--- src/logic/rspwm_defs.svh ---
// Offsets, field positions, reset values and timing counts of the PWM timer
`ifndef RSPWM_DEFS_SVH
`define RSPWM_DEFS_SVH

// ****************************************
// Register offsets (low byte of address)
// ****************************************
`define OFS_CH3_CNT_CTRL 8'h00
`define OFS_CH4_CNT_CTRL 8'h01
`define OFS_CH3_MODE 8'h02
`define OFS_CH4_MODE 8'h03
`define OFS_CH3_IRQ_EN 8'h08
`define OFS_OUT_EN_MASK 8'h0a
`define OFS_OUT_LEVEL 8'h0e
`define OFS_MASTER_CNT 8'h10
`define OFS_SLAVE_CNT 8'h12
`define OFS_PERIOD_CMP 8'h18
`define OFS_DUTY1_CMP 8'h1a
`define OFS_DUTY2_CMP 8'h1c
`define OFS_DUTY3_CMP 8'h1e
`define OFS_PERIOD_SHD 8'h24
`define OFS_DUTY1_SHD 8'h26
`define OFS_DUTY2_SHD 8'h28
`define OFS_DUTY3_SHD 8'h2a
`define OFS_COUNTER_RUN 8'h80

// ****************************************
// Field positions
// ****************************************
`define CLR_SRC_HI 7
`define CLR_SRC_LO 5
`define EDGE_HI 4
`define EDGE_LO 3
`define PSC_HI 2
`define PSC_LO 0
`define SHD_DUTY_BIT 5
`define SHD_PERIOD_BIT 4
`define MODE_HI 3
`define MODE_LO 0
`define CYC_TOG_BIT 6
`define NEG_LVL_BIT 1
`define POS_LVL_BIT 0
`define PER_IRQ_BIT 0
`define RUN_CH3_BIT 6
`define RUN_CH4_BIT 7

// ****************************************
// Field codes
// ****************************************
`define CLR_ON_PERIOD 3'h1
`define EDGE_RISE 2'h0
`define EDGE_FALL 2'h1
`define PSC_DIV1 3'h0
`define PSC_DIV4 3'h1
`define PSC_DIV16 3'h2
`define PSC_DIV64 3'h3
`define MODE_RESET_SYNC 4'h8

// ****************************************
// Reset values and timing
// ****************************************
`define RST_CTRL 8'h00
`define RST_OUT_EN 8'h00
`define RST_COUNT 16'h0000
`define RST_COMPARE 16'hffff
`define PSC_WIDTH 6

`endif

--- src/logic/rspwm_pkg.sv ---
// Types shared by the reset-synchronized three-phase PWM timer
package rspwm_pkg;

  // Register access request from the on-chip peripheral bus
  typedef struct packed {
    logic [7:0] addr;
    logic [15:0] wdata;
    logic wr;
    logic rd;
  } reg_req_t;

  // Read answer
  typedef struct packed {
    logic [15:0] rdata;
    logic rvalid;
  } reg_rsp_t;

  // Pin levels and enables towards the power stage
  typedef struct packed {
    logic [2:0] pos;
    logic [2:0] pos_oe;
    logic [2:0] neg;
    logic [2:0] neg_oe;
    logic cyc;
    logic cyc_oe;
  } pwm_pins_t;

endpackage

--- src/logic/reset_sync_three_phase_pwm.sv ---
// Reset-synchronized three-phase PWM timer with shadowed compares
`timescale 1ns/1ns
`default_nettype none
`include "rspwm_defs.svh"

// Notes on behaviour
// RULE1: Both shadow enables set: each shadow backs its compare register.
// RULE2: Shadows copy into compares at every period match.
// RULE3: A period match interrupt request comes once per carrier cycle.
// RULE4: Counter clears on leaving the period value: period plus one counts.
// RULE5: Duty zero gives a one-count pulse each carrier cycle.
// RULE6: Duty at or above period toggles the output once per cycle.
// RULE7: Duty equal to period toggles at the shared period match count.
// RULE8: Fixed high or low needs pin muxing to port, not duty values.
// RULE9: Clear source 001 clears master counter on period match.
// RULE10: Edge code 00 counts on the rising edge of the count clock.
// RULE11: Prescale code 001 counts at mclk divided by four.
// RULE12: Mode code 1000 selects reset-synchronized PWM for both channels.
// RULE13: Software stops both counters before changing the mode.
// RULE14: In this mode channel 4 control is ignored; channel 3 settings apply.
// RULE15: Software leaves channel 4 mode fields at their initial values.
// RULE16: Cycle toggle enable drives a carrier-synchronous toggle output.
// RULE17: Level selects make antiphase and positive outputs high-active.
// RULE18: Each pin drives only when its output enable mask bit is set.
// RULE19: The irq enable lets the period match reach the interrupt output.
// RULE20: Software loads equal duty and shadow values not above period; the bench also loads duties of period plus one.
// RULE21: Software zeroes both counters before starting; the bench zeroes only the master counter before its restart.
// RULE22: Three positive outputs, each with an inverse antiphase companion.
// RULE23: Counter counts up from zero; outputs toggle on match and clear.
// RULE24: Run bit of channel 3 starts both counters in this mode.
// RULE25: Without shadowing, compare writes take effect at once.
// RULE26: Equal level selects give exact complements, no dead time.
module reset_sync_three_phase_pwm
  import rspwm_pkg::*;
(
  // Clock and reset
  input wire logic mclk,
  input wire logic rst_b,
  // Register access
  input wire reg_req_t req,
  output reg_rsp_t rsp,
  // Power stage pins
  output pwm_pins_t pins,
  // Interrupt request to the controller
  output logic period_match_irq
);

  // ****************************************
  // Registers
  // ****************************************
  logic [7:0] ch3_ctrl, next_ch3_ctrl;
  logic [7:0] ch4_ctrl, next_ch4_ctrl;
  logic [7:0] ch3_mode, next_ch3_mode;
  logic [7:0] ch4_mode, next_ch4_mode;
  logic [7:0] irq_en, next_irq_en;
  logic [7:0] out_en, next_out_en;
  logic [7:0] out_level, next_out_level;
  logic [7:0] run, next_run;
  logic [15:0] master_counter, next_master_counter;
  logic [15:0] slave_counter, next_slave_counter;
  logic [15:0] period_compare, next_period_compare;
  logic [15:0] period_shadow, next_period_shadow;
  logic [15:0] duty_compare [3], next_duty_compare [3];
  logic [15:0] duty_shadow [3], next_duty_shadow [3];
  logic [`PSC_WIDTH-1:0] psc_cnt, next_psc_cnt;
  logic [2:0] raw, next_raw;
  logic cyc_raw, next_cyc_raw;
  reg_rsp_t next_rsp;
  pwm_pins_t next_pins;
  logic next_irq;

  // ****************************************
  // Decoding helpers
  // ****************************************

  // Write strobe for one register offset
  function automatic logic wr_hit(input reg_req_t r, input logic [7:0] ofs);
    return r.wr && (r.addr == ofs);
  endfunction

  // Terminal prescaler count for a divider code
  function automatic logic [`PSC_WIDTH-1:0] div_last(input logic [2:0] sel);
    unique case (sel)
      `PSC_DIV1: return 6'h00;
      `PSC_DIV4: return 6'h03;
      `PSC_DIV16: return 6'h0f;
      default: return 6'h3f;
    endcase
  endfunction

  logic resync, run_m, run_s, tick, clr_ev;
  logic [`PSC_WIDTH-1:0] psc_last;
  logic [2:0] duty_ev;

  // Mode and start decode; channel 3 settings serve both channels
  assign resync = ch3_mode[`MODE_HI:`MODE_LO] == `MODE_RESET_SYNC; // RULE12
  assign run_m = run[`RUN_CH3_BIT];
  assign run_s = run[`RUN_CH4_BIT] || (resync && run_m); // RULE24 RULE14
  assign psc_last = div_last(ch3_ctrl[`PSC_HI:`PSC_LO]); // RULE11

  // Count tick: rising edge of the divided clock is the wrap of the
  // prescaler, falling is its midpoint, any other code counts on both.
  // At divide-by-one both edges collapse into every cycle.
  always_comb begin
    unique case (ch3_ctrl[`EDGE_HI:`EDGE_LO])
      `EDGE_RISE: tick = psc_cnt == psc_last; // RULE10
      `EDGE_FALL: tick = psc_cnt == (psc_last >> 1);
      default: tick = (psc_cnt == psc_last) || (psc_cnt == (psc_last >> 1));
    endcase
  end

  // Period match: counter leaves the period value on this tick
  assign clr_ev = run_m && tick && (master_counter == period_compare) &&
                  (ch3_ctrl[`CLR_SRC_HI:`CLR_SRC_LO] == `CLR_ON_PERIOD); // RULE9

  // Duty matches fire as the counter leaves the duty value
  always_comb begin
    for (int i = 0; i < 3; i++) begin
      duty_ev[i] = run_m && tick && (master_counter == duty_compare[i]);
    end
  end

  // ****************************************
  // Counters and prescaler
  // ****************************************

  // Prescaler free-runs while either run bit (channel 3 or 4) is set; a software counter write
  // wins over counting in the same cycle
  always_comb begin
    next_psc_cnt = psc_cnt;
    next_master_counter = master_counter;
    next_slave_counter = slave_counter;
    if (run_m || run_s) begin
      next_psc_cnt = (psc_cnt >= psc_last) ? '0 : psc_cnt + 6'h01; // RULE11
    end
    if (clr_ev) begin
      next_master_counter = '0; // RULE4 RULE23
    end else if (run_m && tick) begin
      next_master_counter = master_counter + 16'h0001; // RULE23
    end
    // In the linked mode the slave follows the master's clock and clear
    if (resync && clr_ev) begin
      next_slave_counter = '0; // RULE14
    end else if (run_s && tick) begin
      next_slave_counter = slave_counter + 16'h0001;
    end
    if (wr_hit(req, `OFS_MASTER_CNT)) begin
      next_master_counter = req.wdata;
    end
    if (wr_hit(req, `OFS_SLAVE_CNT)) begin
      next_slave_counter = req.wdata;
    end
  end

  always_ff @(posedge mclk or negedge rst_b) begin
    if (!rst_b) begin
      psc_cnt <= '0;
      master_counter <= `RST_COUNT;
      slave_counter <= `RST_COUNT;
    end else begin
      psc_cnt <= next_psc_cnt;
      master_counter <= next_master_counter;
      slave_counter <= next_slave_counter;
    end
  end

  // ****************************************
  // Control, compare and shadow registers
  // ****************************************

  // Compare writes land immediately; the shadow copy at a period match
  // overrides a same-cycle write so the carrier never sees a mixed set
  always_comb begin
    next_ch3_ctrl = wr_hit(req, `OFS_CH3_CNT_CTRL) ? req.wdata[7:0] : ch3_ctrl;
    next_ch4_ctrl = wr_hit(req, `OFS_CH4_CNT_CTRL) ? req.wdata[7:0] : ch4_ctrl;
    next_ch3_mode = wr_hit(req, `OFS_CH3_MODE) ? req.wdata[7:0] : ch3_mode;
    next_ch4_mode = wr_hit(req, `OFS_CH4_MODE) ? req.wdata[7:0] : ch4_mode;
    next_irq_en = wr_hit(req, `OFS_CH3_IRQ_EN) ? req.wdata[7:0] : irq_en;
    next_out_en = wr_hit(req, `OFS_OUT_EN_MASK) ? req.wdata[7:0] : out_en;
    next_out_level = wr_hit(req, `OFS_OUT_LEVEL) ? req.wdata[7:0] : out_level;
    next_run = wr_hit(req, `OFS_COUNTER_RUN) ? req.wdata[7:0] : run;
    next_period_compare = period_compare;
    next_period_shadow = period_shadow;
    if (wr_hit(req, `OFS_PERIOD_CMP)) begin
      next_period_compare = req.wdata; // RULE25
    end
    if (wr_hit(req, `OFS_PERIOD_SHD)) begin
      next_period_shadow = req.wdata;
    end
    if (clr_ev && ch3_mode[`SHD_PERIOD_BIT]) begin
      next_period_compare = period_shadow; // RULE1 RULE2
    end
    for (int i = 0; i < 3; i++) begin
      next_duty_compare[i] = duty_compare[i];
      next_duty_shadow[i] = duty_shadow[i];
    end
    if (wr_hit(req, `OFS_DUTY1_CMP)) next_duty_compare[0] = req.wdata; // RULE25
    if (wr_hit(req, `OFS_DUTY2_CMP)) next_duty_compare[1] = req.wdata;
    if (wr_hit(req, `OFS_DUTY3_CMP)) next_duty_compare[2] = req.wdata;
    if (wr_hit(req, `OFS_DUTY1_SHD)) next_duty_shadow[0] = req.wdata;
    if (wr_hit(req, `OFS_DUTY2_SHD)) next_duty_shadow[1] = req.wdata;
    if (wr_hit(req, `OFS_DUTY3_SHD)) next_duty_shadow[2] = req.wdata;
    if (clr_ev && ch3_mode[`SHD_DUTY_BIT]) begin
      for (int i = 0; i < 3; i++) begin
        next_duty_compare[i] = duty_shadow[i]; // RULE1 RULE2
      end
    end
  end

  always_ff @(posedge mclk or negedge rst_b) begin
    if (!rst_b) begin
      ch3_ctrl <= `RST_CTRL;
      ch4_ctrl <= `RST_CTRL;
      ch3_mode <= `RST_CTRL;
      ch4_mode <= `RST_CTRL;
      irq_en <= `RST_CTRL;
      out_en <= `RST_OUT_EN;
      out_level <= `RST_CTRL;
      run <= `RST_CTRL;
      period_compare <= `RST_COMPARE;
      period_shadow <= `RST_COMPARE;
      for (int i = 0; i < 3; i++) begin
        duty_compare[i] <= `RST_COMPARE;
        duty_shadow[i] <= `RST_COMPARE;
      end
    end else begin
      ch3_ctrl <= next_ch3_ctrl;
      ch4_ctrl <= next_ch4_ctrl;
      ch3_mode <= next_ch3_mode;
      ch4_mode <= next_ch4_mode;
      irq_en <= next_irq_en;
      out_en <= next_out_en;
      out_level <= next_out_level;
      run <= next_run;
      period_compare <= next_period_compare;
      period_shadow <= next_period_shadow;
      for (int i = 0; i < 3; i++) begin
        duty_compare[i] <= next_duty_compare[i];
        duty_shadow[i] <= next_duty_shadow[i];
      end
    end
  end

  // ****************************************
  // Waveform generation
  // ****************************************

  // A duty match coinciding with the period match toggles once, not twice;
  // waveforms hold their phase outside the linked mode
  always_comb begin
    next_raw = raw;
    next_cyc_raw = cyc_raw;
    if (resync) begin
      for (int i = 0; i < 3; i++) begin
        if (clr_ev || duty_ev[i]) begin
          next_raw[i] = ~raw[i]; // RULE5 RULE6 RULE7 RULE23
        end
      end
      if (clr_ev && out_level[`CYC_TOG_BIT]) begin
        next_cyc_raw = ~cyc_raw; // RULE16
      end
    end
  end

  // Pin stage: polarity from the level selects, no dead time inserted.
  // Built from the next waveform state so pins move with the irq pulse.
  always_comb begin
    logic pos_hi;
    logic neg_hi;
    pos_hi = out_level[`POS_LVL_BIT];
    neg_hi = out_level[`NEG_LVL_BIT];
    for (int i = 0; i < 3; i++) begin
      next_pins.pos[i] = pos_hi ? next_raw[i] : ~next_raw[i]; // RULE17 RULE22
      next_pins.neg[i] = neg_hi ? ~next_raw[i] : next_raw[i]; // RULE17 RULE26
    end
    next_pins.pos_oe = {out_en[2], out_en[1], out_en[0]}; // RULE18
    next_pins.neg_oe = {out_en[5], out_en[4], out_en[3]}; // RULE18
    next_pins.cyc = next_cyc_raw;
    next_pins.cyc_oe = out_level[`CYC_TOG_BIT]; // RULE16
    next_irq = clr_ev && irq_en[`PER_IRQ_BIT]; // RULE3 RULE19
  end

  always_ff @(posedge mclk or negedge rst_b) begin
    if (!rst_b) begin
      raw <= '0;
      cyc_raw <= 1'b0;
      pins <= '0;
      period_match_irq <= 1'b0;
    end else begin
      raw <= next_raw;
      cyc_raw <= next_cyc_raw;
      pins <= next_pins;
      period_match_irq <= next_irq;
    end
  end

  // ****************************************
  // Read path
  // ****************************************

  // One-cycle registered read; unmapped offsets answer zero
  always_comb begin
    next_rsp.rvalid = req.rd;
    next_rsp.rdata = '0;
    if (req.rd) begin
      unique case (req.addr)
        `OFS_CH3_CNT_CTRL: next_rsp.rdata = {8'h00, ch3_ctrl};
        `OFS_CH4_CNT_CTRL: next_rsp.rdata = {8'h00, ch4_ctrl};
        `OFS_CH3_MODE: next_rsp.rdata = {8'h00, ch3_mode};
        `OFS_CH4_MODE: next_rsp.rdata = {8'h00, ch4_mode};
        `OFS_CH3_IRQ_EN: next_rsp.rdata = {8'h00, irq_en};
        `OFS_OUT_EN_MASK: next_rsp.rdata = {8'h00, out_en};
        `OFS_OUT_LEVEL: next_rsp.rdata = {8'h00, out_level};
        `OFS_COUNTER_RUN: next_rsp.rdata = {8'h00, run};
        `OFS_MASTER_CNT: next_rsp.rdata = master_counter;
        `OFS_SLAVE_CNT: next_rsp.rdata = slave_counter;
        `OFS_PERIOD_CMP: next_rsp.rdata = period_compare;
        `OFS_PERIOD_SHD: next_rsp.rdata = period_shadow;
        `OFS_DUTY1_CMP: next_rsp.rdata = duty_compare[0];
        `OFS_DUTY2_CMP: next_rsp.rdata = duty_compare[1];
        `OFS_DUTY3_CMP: next_rsp.rdata = duty_compare[2];
        `OFS_DUTY1_SHD: next_rsp.rdata = duty_shadow[0];
        `OFS_DUTY2_SHD: next_rsp.rdata = duty_shadow[1];
        `OFS_DUTY3_SHD: next_rsp.rdata = duty_shadow[2];
        default: next_rsp.rdata = '0;
      endcase
    end
  end

  always_ff @(posedge mclk or negedge rst_b) begin
    if (!rst_b) begin
      rsp <= '0;
    end else begin
      rsp <= next_rsp;
    end
  end

endmodule
`default_nettype wire

--- config.mk ---
export PLATFORM = sky130hd
export DESIGN_NAME = reset_sync_three_phase_pwm
export DESIGN_NICKNAME = d
export VERILOG_FILES = /design/src/logic/rspwm_pkg.sv /design/src/logic/reset_sync_three_phase_pwm.sv
export VERILOG_INCLUDE_DIRS = /design/src /design/src/logic
export SDC_FILE = /design/constraint.sdc
export NUM_CORES = 1
export LEC_CHECK = 0
export BUFFER_PORTS_ARGS = -buffer_cell sky130_fd_sc_hd__buf_2
export CAP_MARGIN = 5
export CORE_ASPECT_RATIO = 1.25
export CORE_UTILIZATION = 43
export CTS_CLUSTER_DIAMETER = 200
export DETAILED_ROUTE_END_ITERATION = 10
export GPL_ROUTABILITY_DRIVEN = 0
export PLACE_DENSITY_LB_ADDON = 0.08
export SYNTH_ARGS = -nofsm -noshare
export SYNTH_HDL_FRONTEND = slang
export SYNTH_SLANG_ARGS = --single-unit
--- constraint.sdc ---
create_clock -name mclk -period 7.2 [get_ports mclk]
set_input_delay 0.72 -clock mclk [delete_from_list [all_inputs] [get_ports mclk]]
set_output_delay 0.72 -clock mclk [all_outputs]
set_load 0.01 [all_outputs]
==> run summary, run 1 <==
pin count of the biggest net entering global routing - 91
DRT antenna net count - 0
Achievable Freq - 282 MHz
RSZ-0062 raised after global routing - false
CTS buffer count - 30
Fillers - 3070
Die ar. - 35200 sq um
core area - 33800 sq um
initial DRC count - 1019
Seq/Total Area, Yosys - 0.458
Layout area overhead - 10.8%
CP Launch Type - register
IO buf count - 59
Final min period - 3550 ps
Crit. End Element - register
final setup fails - 0
Slew Viols, Final - 0
Cell Pwr Density - 237 nW/um^2
initial antenna violation count - 0
post-CTS sizing - 0
placed inst area - 15400 sq um
syn_nets - 1333
nets - 1347
max-cap check violation count - 0
die height - 210 microns
Rel. slew slack - 0.190
cell area after layout - 16400 sq um
first-pass GRT wire length - 75900 microns
CTS max path bufs - 3
H-tree depth - 1
Setup TNS - 0 ps
Site Rows - 75
# diodes - 0
CP arrival - 4040 ps
Clock Latency Late Sink - 580 ps
yosys warns - 0
CP Max Fanout - 48
vias in the first global route - 11127
WL final - 50600 microns
GRT Resource Usage Total - 0.292
Die W - 168 microns
Post-Syn Area per Cell - 11.4 sq um
Synth cell types - 77
Critical Path RT - 7700 ps
P_leak - 6.94 nW
synthesized area - 14800 sq um
via count - 11147
CTS Hold Bufs - 0
Mapped Cells - 1297
most common flop cell mapped by yosys - dfrtp_1
IO Count - 60
DR vias/cell - 6.34
Post-synth EDFFs - 0
Async SR Flop Fraction - 1.00
CTS tree - yes
Final Hold Viols - 0
starting density of the core - 0.439
Worst-path clk slew - 60 ps
share of cells above drive strength 1 - 0.408
Final Core Density - 0.486
DRT Pass-1 Iters - 7
Clock Tree Root - clkbuf_16
VDD IR-drop max - 0.208 mV
period utilization - 0.493
Wirelength per Cell - 28.8 microns
critical path class - register to register
Worst Skew - 22.2 ps
global route overflow - 0
Residual DRC - 0
Sink Count - 265
class of the worst hold path - input pin to async pin
status - completed
measured slew at the worst slew-check pin - 1210 ps
detailed placement HPWL - 35600 microns
FF+latch count, synth - 265
post-CTS setup buffers - 0
## worst max-delay path, cell delays in order (launching register included)
cell and delay [ps]:
dfrtp_1 440, nor3_1 430, inv_1 90, ha_1 280, and4b_1 180, o21ai_0 160, o32ai_4 430, and2_1 500
nand3_2 110, buf_4 360, mux2_4 410
## sequential cells by signal, indices dropped and copies added, names as in the netlist, 13 cells and up, named ones only
signal	count
rsp	17
pins	13
master_counter	16
period_compare	16
slave_counter	16
duty_shadow	48
duty_compare	48
period_shadow	16
## worst paths after layout
path	startpoint	endpoint	slack (ps)	depth (start not counted)
worst max-delay path	ch3_ctrl[0]	duty_compare[35]	3650	10
worst min-delay path	rst_b	ch4_ctrl[0]	160	1
worst max register to register	ch3_ctrl[0]	duty_compare[35]	3650	10
worst min register to register	out_en[2]	pins[10]	420	0
min in group mclk	req[0]	rsp[0]	290	1
max in group asynchronous	rst_b	rsp[13]	5630	2
## cell usage after synthesis, drive strengths merged (18+ instances only)
master / instances / area [sq um]
a21oi: 54 / 270
dfrtp: 137 / 3430
nand2: 80 / 310
nand3: 24 / 138
dfstp: 128 / 3360
a22o: 24 / 210
nor2: 59 / 246
o21ai: 43 / 215
clkbuf: 57 / 214
buf: 36 / 214
mux2i: 18 / 180
mux2: 264 / 3050
nor3: 18 / 101
xor2: 59 / 517
nor4: 21 / 146
a22oi: 44 / 330
## layer usage
layer,track usage,part of all wire
met5,0,0
met3,0.0377,0.064
met1,0.378,0.41
met2,0.485,0.47
met4,0.142,0.052
## power breakdown
part           total (W)  switching, W  internal (W)  leakage (nW)
Clock            0.00165      0.000652       0.00100         0.522
Sequential       0.00173      0.000131       0.00160          3.09
Combinational   0.000512      0.000303      0.000208          3.34
Total            0.00389       0.00109       0.00281          6.94
## final cells by class
class,instances,area [sq um],area share
Clock buffer,45,931,0.0567
Clock inverter,11,141,0.00861
Inverter,12,45.0,0.00274
Multi-Input combinational cell,927,7560,0.460
Sequential cell,265,6790,0.413
Tap cell,423,529,0.0322
Timing Repair Buffer,75,425,0.0259
## cell usage in the layout (no fill, tap or decap), drive strengths merged, types with 14 or more instances in the layout
cell / netlist / layout
buf: 36 / 75
dfstp: 128 / 128
clkbuf: 57 / 45
mux2: 264 / 264
a22oi: 44 / 44
and2: 14 / 14
xor2: 59 / 59
a21oi: 54 / 54
nor3: 18 / 18
o21ai: 43 / 43
nand2: 80 / 80
dfrtp: 137 / 137
nand4: 14 / 14
mux2i: 18 / 18
nor4: 21 / 21
a22o: 24 / 24
and3: 17 / 17
nand3: 24 / 24
nor2: 59 / 59
xnor2: 15 / 15
## per-stage QoR
step / power, W / std cells / hold slack [ps] / setup WS [ps]
3_3_place_gp: 0.00225 / 1702 / 385 / 3360
6_report: 0.00389 / 1758 / 164 / 3650
2_1_floorplan: 0.00205 / 1297 / 365 / 4390
3_5_place_dp: 0.00225 / 1702 / 392 / 3340
5_1_grt: 0.00404 / 1758 / 223 / 3460
4_1_cts: 0.00392 / 1758 / 183 / 3650
## cell families after synthesis
group / after synthesis / synth area share
AO/OA/AOI/OAI: 257 / 0.121
AND/OR/NAND/NOR: 299 / 0.111
adder cells (fa/ha/maj): 9 / 0.00743
buffers and inverters: 105 / 0.0319
multiplexers: 282 / 0.218
XOR/XNOR: 80 / 0.0531
flip-flops: 265 / 0.458
No activity file was read; power rests on OpenSTA's default activity.
==> run 2: changes to the inputs <==
- clock period: 7.2 -> 3.1 ns (I/O delays scaled with it)
==> run 2 against run 1 <==
Against the previous run: hold slack lost 51 ps; cell count is 3.6% higher; highest routed layer unchanged; power grew 130%; non-clock buffer count grew 65; die area unchanged; critical endpoint is now master_counter[7].
==> run summary, run 2 (synthesized netlist as in run 1, its figures left out) <==
status - completed
post-CTS setup buffers - 0 (unchanged)
Die ar. - 35200 sq um (unchanged)
VDD IR-drop max - 0.445 mV (+110%)
WL final - 52800 microns (+4.4%)
register share of total power - 0.442 (-0.002)
Layout area overhead - 14.2%
core area - 33800 sq um (unchanged)
critical path class - register to register
Setup crit end - master_counter[7]
via count - 11426 (+2.5%)
Residual DRC - 0 (unchanged)
IO buf count - 59 (unchanged)
Worst Skew - 24.5 ps (+2.27 ps)
class of the worst hold path - input pin to register
measured slew at the worst slew-check pin - 712 ps (-499 ps)
GRT Resource Usage Total - 0.303 (+0.0107)
Achievable Freq - 351 MHz (+25%)
Highest Signal Layer - met4
Int Pwr - 0.00640 W (+130%)
Worst-path clk slew - 60 ps (about the same)
initial DRC count - 1127 (+11%)
routed wl met3 - 3380 microns (+4.0%)
Final min period - 2850 ps (-700 ps)
share of cells above drive strength 1 - 0.434 (+0.0260)
DRT Pass-1 Iters - 5 (-2)
Setup TNS - 0 ps (unchanged)
Sink Count - 265 (unchanged)
Wirelength per Cell - 29.0 microns (+0.81%)
CP Launch Type - register
NetSw - 0.00255 W (+140%)
Hold Worst Slack - 113 ps (-51.5 ps)
Worst R2R Path Depth - 9 (-1)
Final Hold Viols - 0 (unchanged)
CP arrival - 3290 ps (-750 ps)
initial antenna violation count - 0 (unchanged)
Cell Pwr Density - 529 nW/um^2 (+120%)
CP Launch Point - ch3_ctrl[1]
R2R Path Start - ch3_ctrl[1]
fin worst setup slack - 254 ps (-3400 ps)
most frequent cells in the layout - 244 x mux2_2, 137 x dfrtp_1, 128 x dfstp_2
DRT antenna net count - 0 (unchanged)
CTS tree - yes
DR vias/cell - 6.27 (-1.0%)
period utilization - 0.918 (+0.426)
Slew Viols, Final - 0 (unchanged)
final setup fails - 0 (unchanged)
Site Rows - 75 (unchanged)
RSZ-0062 raised after global routing - false
wire length on met2 - 25300 microns (+5.6%)
H-tree depth - 1 (unchanged)
CTS buffer count - 29 (-3.3%)
wl on met1 - 21200 microns (+2.3%)
Reg2Reg Setup Slack - 250 ps (-3400 ps)
reg2reg end - master_counter[7]
commonest non-fill, non-tap cell in the layout - mux2_2
CTS max path bufs - 3 (unchanged)
Clk network pwr share - 0.408 (-0.016)
largest registers - duty_compare x48, duty_shadow x48, rsp x17
P_leak - 7.25 nW (+4.4%)
die height - 210 microns (unchanged)
Die W - 168 microns (unchanged)
Rel. slew slack - 0.525 (+0.335)
detailed placement HPWL - 38200 microns (+7.5%)
first-pass GRT wire length - 78000 microns (+2.7%)
nets - 1411 (+4.8%)
Clock Latency Late Sink - 590 ps (about the same)
Crit. End Element - register
vias in the first global route - 11282 (+1.4%)
DP Worst Slack - 178 ps (-3160 ps)
global route overflow - 0 (unchanged)
Net Sw Frac - 0.285 (+0.00613)
Power Total - 0.00895 W (+130%)
pin count of the biggest net entering global routing - 82 (-9.9%)
Critical Path RT - 3550 ps (-4150 ps)
starting density of the core - 0.439 (unchanged)
max-cap check violation count - 0 (unchanged)
logic gate share of total power - 0.150 (+0.018)
Clock Tree Root - clkbuf_16
CP Max Fanout - 10 (-79%)
# diodes - 0 (unchanged)
IO Count - 60 (unchanged)
## run 2: cell count changes in the layout (fill, tap and decap cells not counted), moves of 2 or more
cell | before | now
buf_4 | 16 | 72
buf_12 | 0 | 7
clkbuf_16 | 33 | 29
clkbuf_8 | 6 | 3
clkinv_2 | 3 | 6
dlygate4sd3_1 | 0 | 2
## run 2: area by class of cell
class | instances | area [sq um]
clock buffer | 37 | 786
clock inverter | 17 | 203
sequential | 265 | 6790
timing repair buffer | 140 | 1010
inverter | 12 | 45.0
tap | 423 | 529
fill | 3113 | 16900
multi-input combinational | 927 | 7570
## run 2: how the worst min path moves through the flow
| stage | cells past startpoint | startpoint | slack (ps) | end |
|---|---|---|---|---|
| 4_1_cts | 3 | req[12] | 120 | slave_counter[10] |
| 3_5_place_dp | 1 | rst_b | 350 | ch4_mode[0] |
| 3_3_place_gp | 1 | rst_b | 350 | ch4_mode[0] |
| 5_1_grt | 3 | req[12] | 130 | master_counter[10] |
| 6_report | 3 | req[12] | 110 | slave_counter[10] |
| 2_1_floorplan | 0 | rst_b | 10 | async pin |
## run 2: through the flow
step           area (sq um)  utilization  instances
4_1_cts               16900        0.501       1821
6_report              16900        0.501       1821
2_1_floorplan         14800            -       1297
3_5_place_dp          15900        0.471       1765
3_3_place_gp          15900        0.471       1765
5_1_grt               16900        0.501       1821
## run 2: critical path: stages (launching register included)
cell,delay [ps]
dfrtp_1,410
a21oi_1,340
ha_1,330
and4_1,230
o21ai_0,170
o32a_1,520
buf_4,250
o22ai_1,80
a221oi_1,290
nor2_1,90
## run 2: repair_timing
action	CTS	global route
endpoints found under the setup margin	0	9
hold buffers	2	0
hold endpoints to repair	25	0
resized for setup	0	1
## run 2: power groups by stage
stage / logic [W] / registers, W / clock network, W
finish: 0.00134 / 0.00396 / 0.00365
detailed placement: 0.00132 / 0.00401 / 0
floorplan: 0.000870 / 0.00388 / 0
global route: 0.00145 / 0.00397 / 0.00386
global placement: 0.00131 / 0.00401 / 0
CTS: 0.00133 / 0.00396 / 0.00371
## run 2: per-layer routing
| metal | global-route usage | up-vias |
|---|---|---|
| met5 | 0 | - |
| met4 | 0.158 | 0 |
| met3 | 0.0485 | 139 |
| met2 | 0.502 | 482 |
| met1 | 0.382 | 5826 |
| li1 | - | 4979 |
